<file path="src/ssa_pkg.sv">
// ssa_pkg.sv: constants and types for the management-bus slave front end.
// assumes a single 100 MHz clock domain and synchronous pin inputs.
package ssa_pkg;
	// -------------------------------------------------------------
	// slave addresses picked by the straps
	// -------------------------------------------------------------
	localparam logic [6:0] SSA_ADDR_DEFAULT = 7'h2e;	// 0101110
	localparam logic [6:0] SSA_ADDR_SEL_LO  = 7'h2c;	// 0101100
	localparam logic [6:0] SSA_ADDR_SEL_HI  = 7'h2d;	// 0101101
	// -------------------------------------------------------------
	// internal register map, local to this front end
	// -------------------------------------------------------------
	localparam logic [7:0] SSA_REG_CONFIG   = 8'h40;	// bit 1 selects alert pin role
	localparam logic [7:0] SSA_REG_STATUS   = 8'h41;
	localparam logic [7:0] SSA_REG_VID      = 8'h43;
	localparam logic [7:0] SSA_REG_MASK     = 8'h74;
	localparam logic [7:0] SSA_REG_OFS0     = 8'h70;
	localparam logic [7:0] SSA_REG_OFS1     = 8'h71;
	localparam logic [7:0] SSA_REG_OFS2     = 8'h72;
	localparam logic [7:0] SSA_REG_TEMP0    = 8'h25;
	localparam logic [7:0] SSA_REG_TEMP1    = 8'h26;
	localparam logic [7:0] SSA_REG_TEMP2    = 8'h27;
	localparam int         SSA_CFG_ALERT_BIT = 1;
	localparam logic [7:0] SSA_ZERO_BYTE    = 8'h00;
	localparam logic [3:0] SSA_BIT_LAST     = 4'h7;		// eighth bit index
	localparam logic [3:0] SSA_BIT_ZERO     = 4'h0;
	localparam int         SSA_NUM_TEMP     = 3;
	localparam logic [7:0] SSA_DIR_READ_MASK = 8'h01;

	// bus engine states, one-hot
	typedef enum logic [6:0] {
		SSA_IDLE   = 7'b0000001,
		SSA_ADDR   = 7'b0000010,
		SSA_AACK   = 7'b0000100,
		SSA_WBYTE  = 7'b0001000,
		SSA_WACK   = 7'b0010000,
		SSA_RBYTE  = 7'b0100000,
		SSA_RACK   = 7'b1000000
	} ssa_state_t;
endpackage

</file>
<file path="src/ssa_slave.sv">
// ssa_slave.sv: slave-side management bus front end with address straps,
// pointer, status/alert path, vid capture and temperature offsets.
// assumes scl/sda levels and straps arrive synchronous to CLOCK_IN.
//
// Function
// - 7-bit slave address; address-enable strap high gives 0101110.
// - address-enable strap low: select strap low 0101100, high 0101101.
// - address latched on first valid transaction; later strap changes ignored.
// - after assignment the straps serve fan drive output and tach input.
// - start is sda falling with scl high; device then expects address.
// - eight bits shifted in after start: address msb first, then direction.
// - on match, drive sda low in the low period before ninth clock.
// - on mismatch stay idle, sda released until next start.
// - direction 0 is master write, 1 is master read.
// - first write byte after address loads the register pointer.
// - limit comparison results kept in readable status bits.
// - alert pin role drives low while any unmasked status bit is set.
// - masks gate only the alert output, never the status bits.
// - five voltage-id inputs captured into a readable register.
// - signed offset added to each temperature reading before storing.
// - nine clocks per byte; sda changes only while scl is low.
// - writes are pointer or pointer plus data; reads return one byte.
`timescale 1ns/1ps
`default_nettype none
module ssa_slave (
	// clock and reset
	input  wire logic                CLOCK_IN,
	input  wire logic                SYS_RST_IN,
	// serial bus (open drain data, clock input only)
	input  wire logic                SCL_IN,
	input  wire logic                SDA_IN,
	output logic                     SDA_OUT,
	output logic                     SDA_OE_OUT,
	// address straps, sampled until the first valid transaction
	input  wire logic                ADDRESS_ENABLE_STRAP_IN,
	input  wire logic                ADDRESS_SELECT_STRAP_IN,
	// alternate pin roles once the address is fixed
	input  wire logic                THIRD_FAN_DRIVE_IN,
	output logic                     THIRD_FAN_DRIVE_OUT,
	output logic                     THIRD_FAN_DRIVE_OE_OUT,
	output logic                     FOURTH_FAN_SPEED_OUT,
	output logic                     ADDRESS_LOCKED_OUT,
	// alert pin (shared with a fan drive)
	input  wire logic                SECOND_FAN_DRIVE_IN,
	output logic                     ALERT_PIN_OUT,
	output logic                     ALERT_PIN_OE_OUT,
	// monitor side inputs
	input  wire logic [4:0]          CPU_VOLTAGE_ID_IN,
	input  wire logic [7:0]          LIMIT_FLAGS_IN,
	input  wire logic [ssa_pkg::SSA_NUM_TEMP-1:0] TEMP_VALID_IN,
	input  wire logic [7:0]          TEMP_RAW_IN [ssa_pkg::SSA_NUM_TEMP],
	// register write strobe towards the rest of the monitor
	output logic                     REG_WR_OUT,
	output logic [7:0]               REG_ADDR_OUT,
	output logic [7:0]               REG_WDATA_OUT
);
	import ssa_pkg::*;

	// -------------------------------------------------------------
	// bus edge detection
	// -------------------------------------------------------------
	logic scl_q, sda_q;
	logic scl_rise, scl_fall, start_det, stop_det;
	always_ff @(posedge CLOCK_IN) begin
		if (SYS_RST_IN) begin
			scl_q <= 1'b1;
			sda_q <= 1'b1;
		end else begin
			scl_q <= SCL_IN;
			sda_q <= SDA_IN;
		end
	end
	assign scl_rise  = SCL_IN & ~scl_q;
	assign scl_fall  = ~SCL_IN & scl_q;
	assign start_det = scl_q & SCL_IN & sda_q & ~SDA_IN;
	assign stop_det  = scl_q & SCL_IN & ~sda_q & SDA_IN;

	// -------------------------------------------------------------
	// address strap selection and latch
	// -------------------------------------------------------------
	function automatic logic [6:0] strap_addr(input logic en, input logic sel);
		if (en)
			return SSA_ADDR_DEFAULT;
		return sel ? SSA_ADDR_SEL_HI : SSA_ADDR_SEL_LO;
	endfunction

	logic [6:0] addr_q, addr_d;
	logic       lock_q, lock_d;
	logic       addr_ok;
	// live straps until lock, so a strap settling after reset still counts
	always_comb begin
		addr_d = addr_q;
		lock_d = lock_q;
		if (!lock_q) begin
			addr_d = strap_addr(ADDRESS_ENABLE_STRAP_IN, ADDRESS_SELECT_STRAP_IN);
			if (addr_ok)
				lock_d = 1'b1;
		end
	end
	always_ff @(posedge CLOCK_IN) begin
		if (SYS_RST_IN) begin
			addr_q <= SSA_ADDR_DEFAULT;
			lock_q <= 1'b0;
		end else begin
			addr_q <= addr_d;
			lock_q <= lock_d;
		end
	end
	// straps hand over to fan roles once the address is fixed
	assign THIRD_FAN_DRIVE_OUT    = 1'b0;
	assign THIRD_FAN_DRIVE_OE_OUT = lock_q & ~THIRD_FAN_DRIVE_IN;
	assign FOURTH_FAN_SPEED_OUT   = lock_q & ADDRESS_SELECT_STRAP_IN;
	assign ADDRESS_LOCKED_OUT     = lock_q;

	// -------------------------------------------------------------
	// local registers: config, mask, offsets, status, vid, temps
	// -------------------------------------------------------------
	logic [7:0] cfg_q, mask_q, status_q, vid_q;
	logic [7:0] ofs_q [SSA_NUM_TEMP];
	logic [7:0] temp_q [SSA_NUM_TEMP];
	logic [7:0] ptr_q, ptr_d;
	logic       wr_hit, status_rd;

	// status bits set by hardware win over the clear-on-read
	always_ff @(posedge CLOCK_IN) begin
		if (SYS_RST_IN) begin
			cfg_q    <= SSA_ZERO_BYTE;
			mask_q   <= SSA_ZERO_BYTE;
			status_q <= SSA_ZERO_BYTE;
			vid_q    <= SSA_ZERO_BYTE;
		end else begin
			if (wr_hit && ptr_q == SSA_REG_CONFIG)
				cfg_q <= REG_WDATA_OUT;
			if (wr_hit && ptr_q == SSA_REG_MASK)
				mask_q <= REG_WDATA_OUT;
			status_q <= (status_rd ? SSA_ZERO_BYTE : status_q) | LIMIT_FLAGS_IN;
			vid_q    <= {3'b000, CPU_VOLTAGE_ID_IN};
		end
	end

	// offset registers and offset temperature results per channel
	genvar gi;
	for (gi = 0; gi < SSA_NUM_TEMP; gi++) begin : g_temp
		always_ff @(posedge CLOCK_IN) begin
			if (SYS_RST_IN) begin
				ofs_q[gi]  <= SSA_ZERO_BYTE;
				temp_q[gi] <= SSA_ZERO_BYTE;
			end else begin
				if (wr_hit && ptr_q == SSA_REG_OFS0 + 8'(gi))
					ofs_q[gi] <= REG_WDATA_OUT;
				if (TEMP_VALID_IN[gi])
					temp_q[gi] <= 8'(TEMP_RAW_IN[gi] + ofs_q[gi]);
			end
		end
	end

	// alert drives low while an unmasked status bit stands, if so configured
	logic alert_role;
	assign alert_role       = cfg_q[SSA_CFG_ALERT_BIT];
	assign ALERT_PIN_OUT    = 1'b0;
	assign ALERT_PIN_OE_OUT = alert_role ? |(status_q & ~mask_q)
				: ~SECOND_FAN_DRIVE_IN;

	// read mux over the pointer
	function automatic logic [7:0] rd_mux(input logic [7:0] a);
		unique case (a)
			SSA_REG_CONFIG: return cfg_q;
			SSA_REG_STATUS: return status_q;
			SSA_REG_VID:    return vid_q;
			SSA_REG_MASK:   return mask_q;
			SSA_REG_OFS0:   return ofs_q[0];
			SSA_REG_OFS1:   return ofs_q[1];
			SSA_REG_OFS2:   return ofs_q[2];
			SSA_REG_TEMP0:  return temp_q[0];
			SSA_REG_TEMP1:  return temp_q[1];
			SSA_REG_TEMP2:  return temp_q[2];
			default:        return SSA_ZERO_BYTE;
		endcase
	endfunction

	// -------------------------------------------------------------
	// bus engine
	// -------------------------------------------------------------
	ssa_state_t st_q, st_d;
	logic [3:0] cnt_q, cnt_d;
	logic [7:0] sh_q, sh_d;
	logic       rw_q, rw_d, first_q, first_d, oe_q, oe_d;
	logic [7:0] rd_byte;	// register picked by the pointer for a read
	logic [7:0] wd_q, wd_d;
	logic       wr_q, wr_d;

	assign addr_ok = (st_q == SSA_ADDR) && scl_fall && cnt_q == SSA_BIT_LAST + 4'h1
			&& sh_q[7:1] == addr_q;

	always_comb begin
		st_d = st_q; cnt_d = cnt_q; sh_d = sh_q; rw_d = rw_q;
		first_d = first_q; oe_d = oe_q; ptr_d = ptr_q; wd_d = wd_q;
		wr_d = 1'b0;
		// a function result cannot be bit-selected, so hold it in a variable first
		rd_byte = rd_mux(ptr_q);
		if (start_det) begin
			st_d = SSA_ADDR;
			cnt_d = SSA_BIT_ZERO;
			oe_d = 1'b0;
		end else if (stop_det) begin
			st_d = SSA_IDLE;
			oe_d = 1'b0;
		end else unique case (st_q)
			SSA_IDLE: ;
			SSA_ADDR, SSA_WBYTE: begin
				if (scl_rise && cnt_q <= SSA_BIT_LAST) begin
					sh_d = {sh_q[6:0], SDA_IN};
					cnt_d = cnt_q + 4'h1;
				end
				if (scl_fall && cnt_q > SSA_BIT_LAST) begin
					cnt_d = SSA_BIT_ZERO;
					if (st_q == SSA_ADDR) begin
						if (sh_q[7:1] == addr_q) begin
							oe_d = 1'b1;
							rw_d = sh_q[0];
							first_d = 1'b1;
							st_d = SSA_AACK;
						end else
							st_d = SSA_IDLE;
					end else begin
						oe_d = 1'b1;
						st_d = SSA_WACK;
						if (first_q)
							ptr_d = sh_q;
						else begin
							wd_d = sh_q;
							wr_d = 1'b1;
						end
						first_d = 1'b0;
					end
				end
			end
			SSA_AACK, SSA_WACK: begin
				if (scl_fall) begin
					if (rw_q && st_q == SSA_AACK) begin
						sh_d = rd_byte;
						oe_d = ~rd_byte[7];
						cnt_d = SSA_BIT_ZERO;
						st_d = SSA_RBYTE;
					end else begin
						oe_d = 1'b0;
						st_d = SSA_WBYTE;
					end
				end
			end
			SSA_RBYTE: begin
				if (scl_fall) begin
					cnt_d = cnt_q + 4'h1;
					if (cnt_q == SSA_BIT_LAST) begin
						oe_d = 1'b0;	// master owns the ack slot
						st_d = SSA_RACK;
					end else begin
						sh_d = {sh_q[6:0], 1'b0};
						oe_d = ~sh_q[6];
					end
				end
			end
			SSA_RACK: begin
				// one byte per read: ack or no-ack alike, stay released after the slot
				if (scl_fall) begin
					oe_d = 1'b0;
					st_d = SSA_IDLE;
				end
			end
			default: st_d = SSA_IDLE;
		endcase
	end

	always_ff @(posedge CLOCK_IN) begin
		if (SYS_RST_IN) begin
			st_q <= SSA_IDLE; cnt_q <= SSA_BIT_ZERO; sh_q <= SSA_ZERO_BYTE;
			rw_q <= 1'b0; first_q <= 1'b0; oe_q <= 1'b0; ptr_q <= SSA_ZERO_BYTE;
			wd_q <= SSA_ZERO_BYTE; wr_q <= 1'b0;
		end else begin
			st_q <= st_d; cnt_q <= cnt_d; sh_q <= sh_d;
			rw_q <= rw_d; first_q <= first_d; oe_q <= oe_d; ptr_q <= ptr_d;
			wd_q <= wd_d; wr_q <= wr_d;
		end
	end

	assign wr_hit        = wr_q;
	assign status_rd     = (st_q == SSA_RACK) && scl_fall && ptr_q == SSA_REG_STATUS;
	assign SDA_OUT       = 1'b0;
	assign SDA_OE_OUT    = oe_q;
	assign REG_WR_OUT    = wr_q;
	assign REG_ADDR_OUT  = ptr_q;
	assign REG_WDATA_OUT = wd_q;
endmodule // ssa_slave
`default_nettype wire

</file>
<file path="config.mk">
export PLATFORM = sky130hd
export DESIGN_NAME = ssa_slave
export DESIGN_NICKNAME = d
export VERILOG_FILES = /design/src/ssa_pkg.sv /design/src/ssa_slave.sv
export SDC_FILE = /design/constraint.sdc
export NUM_CORES = 1
export LEC_CHECK = 0
export BUFFER_PORTS_ARGS = -buffer_cell sky130_fd_sc_hd__buf_2
export CAP_MARGIN = 30
export CORE_ASPECT_RATIO = 1.5
export CORE_UTILIZATION = 35
export CTS_CLUSTER_DIAMETER = 100
export DETAILED_ROUTE_END_ITERATION = 8
export MAX_ROUTING_LAYER = met4
export PLACE_DENSITY = 0.64
export SLEW_MARGIN = 30
export SYNTH_ARGS = -nofsm -noshare
export SYNTH_HDL_FRONTEND = slang
export SYNTH_SLANG_ARGS = --single-unit
</file>
<file path="constraint.sdc">
create_clock -name CLOCK_IN -period 2.02 [get_ports CLOCK_IN]
set_input_delay 0.303 -clock CLOCK_IN [delete_from_list [all_inputs] [get_ports CLOCK_IN]]
set_output_delay 0.303 -clock CLOCK_IN [all_outputs]
set_load 0.005 [all_outputs]
</file>
Word level (Yosys, flattened, before mapping)
Memory sizes are Yosys's and may differ from the RTL's.
Index checks and enable logic that the tools add are counted.
Cells by class
  muxes and demuxes: 70
  reduce and logical (&&, ||, !) cells: 30
  order comparisons: 2
  add/sub/neg operators: 4
  eq/ne operators: 37
  bitwise gates (word level): 33
Operator list (number)
  $mux W8: 12
  $pmux W8 S10: 1
  $eq A8 B7 Y1 const B: 7
  $mux W7: 8
  $reduce_and A6 Y1: 7
  $mux W1: 36
  $pmux W7 S5: 1
  $add A8 B8 Y8: 3
  $eq A8 B6 Y1 const B: 3
  $pmux W8 S3: 1
  $mux W4: 5
  $ne A4 B4 Y1 const B: 5
  $ne A2 B2 Y1 const B: 8
  $not A1 Y1: 15
  $logic_and A1 B1 Y1: 13
  $pmux W4 S3: 1
  $and A1 B1 Y1: 9
  $ne A3 B3 Y1 const B: 3
  $and A8 B8 Y8: 1
  $not A8 Y8: 1
  $or A8 B8 Y8: 1
  $reduce_and A8 Y1: 1
  $reduce_or A8 Y1: 1
  $eq A7 B1 Y1 const B: 1
  24 further kinds: 32
Storage, ports and cells
  output and inout bits: 25
  register bits: 81
  memories kept: 2
  input bits: 48
  RAM bits: 48
Memories
  ofs_q: depth 3, width 8, rd ports 3, clocked after memory_dff 0, wr ports 3, RTL line ssa_slave.sv:119  | logic [7:0] ofs_q [SSA_NUM_TEMP];
  temp_q: depth 3, width 8, rd ports 3, clocked after memory_dff 0, wr ports 3, RTL line ssa_slave.sv:120  | logic [7:0] temp_q [SSA_NUM_TEMP];

Depth between registers and ports, before layout
  depth after elaboration: 7
  mapped depth: 9
  mapped depth without buffers: 9

Worst setup path after synthesis
OpenSTA, ideal clock, no wires.
  kind: register to register
  start point: reg ptr_q[2] (netlist: REG_ADDR_OUT[2])
  end point: mem ofs_q[0][0] (enable)
  cell stages (with the launch flop): 5
  arrival: 1.723 ns
  period minus slack after synthesis: 2.107 ns
  setup slack: -0.087 ns
  path buffers: 1
  library setup time: 0.384 ns
  cell sequence: dfxtp_1 buf_4 nor4b_2 nand2_1 o21ai_0
RTL lines
  start, declared: RTL line ssa_slave.sv:121  | logic [7:0] ptr_q, ptr_d;
  start signal, assigned: RTL line ssa_slave.sv:277  | rw_q <= 1'b0; first_q <= 1'b0; oe_q <= 1'b0; ptr_q <= SSA_ZERO_BYTE;
  start signal, assigned: RTL line ssa_slave.sv:281  | rw_q <= rw_d; first_q <= first_d; oe_q <= oe_d; ptr_q <= ptr_d;
  end, declared: RTL line ssa_slave.sv:119

Worst setup path in the final report
  start point: reg ptr_q[2] (netlist: REG_ADDR_OUT[2])
  end point: reg sh_q[1]
Between the ends
  longest elaborated chain between the ends: 5
  elaborated cells between the ends (all ways): 14
  classes of those cells: 10 x eq/ne; 4 x mux
Ends and longest elaborated chain
  $eq A8 B6 Y1 / $eq A8 B7 Y1 (equally long branches): RTL line ssa_slave.sv:166  | unique case (a)
  $pmux W8 S10 *: RTL line ssa_slave.sv:166
  $mux W8 *: RTL line ssa_slave.sv:240  | if (rw_q && st_q == SSA_AACK) begin
  $mux W8 *: RTL line ssa_slave.sv:239  | if (scl_fall) begin
  $pmux W8 S3 *: RTL line ssa_slave.sv:208  | end else unique case (st_q)
  end signal, assigned: RTL line ssa_slave.sv:276  | st_q <= SSA_IDLE; cnt_q <= SSA_BIT_ZERO; sh_q <= SSA_ZERO_BYTE;
  end signal, assigned: RTL line ssa_slave.sv:280  | st_q <= st_d; cnt_q <= cnt_d; sh_q <= sh_d;
  end, declared: RTL line ssa_slave.sv:186  | logic [7:0] sh_q, sh_d;
Every way passes the cells marked *; elsewhere a longest branch is shown, timed or not. The select of a mux whose other input is x is not followed.
A chain may end at the register's enable or synchronous reset.

==> results by group <==
Critical path
  – CP top delay family: compound AO/OA/AOI/OAI gates
  – CP max-delay cell: or4b_4
  – R2R cell count: 6
  – CP Max Fanout: 7
  – Worst setup EP type: register
  – Kind of critical path: reg2reg
  – Number of buffers and inverters on the critical path: 0
  – Critical path startpoint category: register
  – CP arrival: between 2 and 2.5 ns
  – Crit-path cells: or4b_4, nor3_4, a21oi_2, a221oi_4, o21ai_1, a31oi_1
  – Worst path depth: 6
  – Max incr delay on CP: roughly 0.55 ns
  – Req. time, crit path: 2.37 ns

Power
  – Leakage power: 3.63 nW
  – Seq pwr share: 0.413
  – PwrDens: 765 mW/mm^2
  – Net Sw Frac: 0.244
  – Final total power: 6.74 mW
  – Worst vdd ir: 434 uV
  – Pint: 5.10 mW
  – Comb pwr share: 0.131
  – Share of total power in the clock network: 0.456
  – NetSw: 1.64 mW

Layout
  – Ant. Diodes: 0
  – P&R area growth vs syn: 31.6%
  – Final net count: 938
  – Layout cell share with drive strength beyond 1: 0.308

Timing
  – Final hold viol count: 0
  – RSZ-0062 raised after global routing: yes
  – Clk_skew: 0.00732 ns
  – TNS Setup: -0.160 ns
  – Fin crit share: 1.02
  – Final min period: 2.06 ns
  – Max Freq: just under 500 MHz
  – Max-slew headroom: 0.518
  – Slew Limit Fails: 0
  – Final worst-path setup slack: -0.0398 ns
  – Tightest Pin Transition: 0.716 ns
  – Setup violations, final: 6

Global routing
  – Vias in the first global route: 5,893
  – Initial antenna violation count: 0
  – Largest net degree at the start of global routing: 37
  – Gr usage total: 0.231
  – Total gr overflow: 0
  – First-pass GRT wire length: 32,300 um

Drt
  – # DRC: 0
  – Drt total wl: around 21,000 um
  – DRT Pass-1 Iters: 5
  – Routed Antenna Nets: 0
  – Vias per inst: 5.27
  – Initial drt markers: 420
  – Post-DR wirelength/cell: 18.9 um
  – Via count: 5,948

Run
  – Max Cap Violations: 0

Clock network
  – CTS tree: done
  – # H-tree levels: 4
  – Sink Count: ~120
  – Number of buffers created by CTS: 17
  – Reg clk slew, reported paths: around 0.05 ns
  – Root buffer cell: clkbuf_16
  – Insertion delay to the later sink of the worst-skew pair: approximately 0.42 ns
  – CTS max path bufs: 2
  – Cts hold-fix bufs: 0

Synthesis
  – Synth area leaders: dfxtp_1 (22%), edfxtp_1 (22%), mux2i_1 (7.3%)
  – Synth warn: 0
  – Post-synthesis register bit count: around 120
  – Number of flops mapped to enable cells by yosys: 48
  – Post-synthesis cell type count: 76
  – Mapped Area: 0.00670 sq mm
  – Largest area contributor in the netlist: dfxtp_1
  – Post-synth ARST share: 0
  – Mean Syn Cell Area: between 9 and 10 sq um
  – Synth Flop Type: dfxtp_1
  – Gate Count Post-Synth: 709
  – Commonest cells in the netlist: dfxtp_1 (73), nor2_1 (73), mux2i_1 (49)
  – Register area share after synthesis: 0.434
  – Share of the synthesized area in the top cell type: 0.218

Placed design
  – Place WS: -0.167 ns
  – Routability congestion estimate: 1.00
  – PortBufs: 69
  – Hpwl dp: 16,300 um

Floorplan
  – DIE WIDTH: around 110 um
  – Top Ports: 73
  – Die height: 171 um
  – Row cnt: just over 60
  – Die footprint: 0.0197 sq mm
  – Core ar.: 0.0186 sq mm
  – Initial Util: 0.360

Outcome
  – Failing checks: setup timing
  – Status: finished with violations

Min path
  – Hold Path Class: in2reg
  – Hold path depth: 3
registers in the layout, indices dropped and copies added, names as in the netlist:
signal              flops
ofs_q                  24
temp_q                 24
REG_ADDR_OUT            8
REG_WDATA_OUT           8
cfg_q                   8
mask_q                  8
sh_q                    8
status_q                8
st_q                    7
vid_q                   5
cnt_q                   4
addr_q                  2
ADDRESS_LOCKED_OUT      1
REG_WR_OUT              1
SDA_OE_OUT              1
first_q                 1
rw_q                    1
scl_q                   1
sda_q                   1
cell type report:
class                      count  area (sq um)
clock buffer                  28           561
inverter                      34           128
clock inverter                 4          48.8
tap                          252           315
fill                        1819          9810
timing repair buffer         167          1110
sequential                   121          2920
multi-input combinational    523          3730
worst reg2reg max path: stages, from the launching register on:
cell,delay (ns)
dfxtp_2,0.32
or4b_4,0.55
nor3_4,0.25
a21oi_2,0.10
a221oi_4,0.40
o21ai_1,0.18
a31oi_1,0.19
cells by family after synthesis:
logic type	share of synthesized area
other cells	0.000560
mux	0.0817
compound gates	0.152
flops	0.434
simple gates	0.217
xor+xnor	0.0196
buf+inv	0.0435
fa+ha+maj	0.0520
per-layer routing:
layer | part of all wire | GRT usage | vias to the layer above
met2 | 0.54 | 0.412 | 161
met5 | 0 | - | -
met4 | 0.051 | 0.141 | 0
met1 | 0.37 | 0.235 | 2840
met3 | 0.040 | 0.0349 | 65
li1 | - | - | 2882
power groups by stage:
stage	sequential, mW	combinational [mW]	clock, mW
2_1_floorplan	2.73	0.524	0
3_3_place_gp	2.81	0.781	0
3_5_place_dp	2.81	0.782	0
4_1_cts	2.77	0.818	3.10
5_1_grt	2.79	0.976	3.21
6_report	2.78	0.885	3.07
per-stage QoR:
step           std cells  cell area (sq um)   util  hold WS, ns
6_report            1129               8810  0.473       0.0854
5_1_grt             1129               8810  0.473       0.0887
4_1_cts             1125               8590  0.461       0.0769
3_5_place_dp        1086               7880  0.423        0.485
3_3_place_gp        1086               7880  0.423        0.472
2_1_floorplan        711               6700      -        0.410
worst paths after layout:
kind         slack [ns]               end              start
max               -0.04           sh_q[1]    REG_ADDR_OUT[2]
min                0.09       status_q[6]  LIMIT_FLAGS_IN[6]
max reg2reg       -0.04           sh_q[1]    REG_ADDR_OUT[2]
min reg2reg        0.49  REG_WDATA_OUT[6]   REG_WDATA_OUT[6]
placed cells by master (no fill, tap or decap), drive strengths merged, types with 4 or more instances in the layout:
cell type	n
buf	167
nor2	76
dfxtp	73
mux2i	49
edfxtp	48
o21ai	46
nand2	44
a21oi	38
inv	33
and2	28
clkbuf	28
ha	23
nor3	22
nor2b	20
nand3	14
a22oi	10
a31oi	10
a21boi	10
nand4	9
xor2	9
or3	7
o22ai	6
and3	6
xnor2	6
or2	5
o32ai	5
nand3b	5
o211ai	5
nor3b	5
nand2b	5
mux2	5
nor4	5
nor4b	4
a221oi	4
clkinv	4
what timing repair did:
item | 4_1_cts | 5_1_grt
resized for setup | 28 | 60
endpoints found under the setup margin | 25 | 51
pin swaps | 10 | 34
setup buffers | 7 | 4
Power figures use the tool's default switching activity.
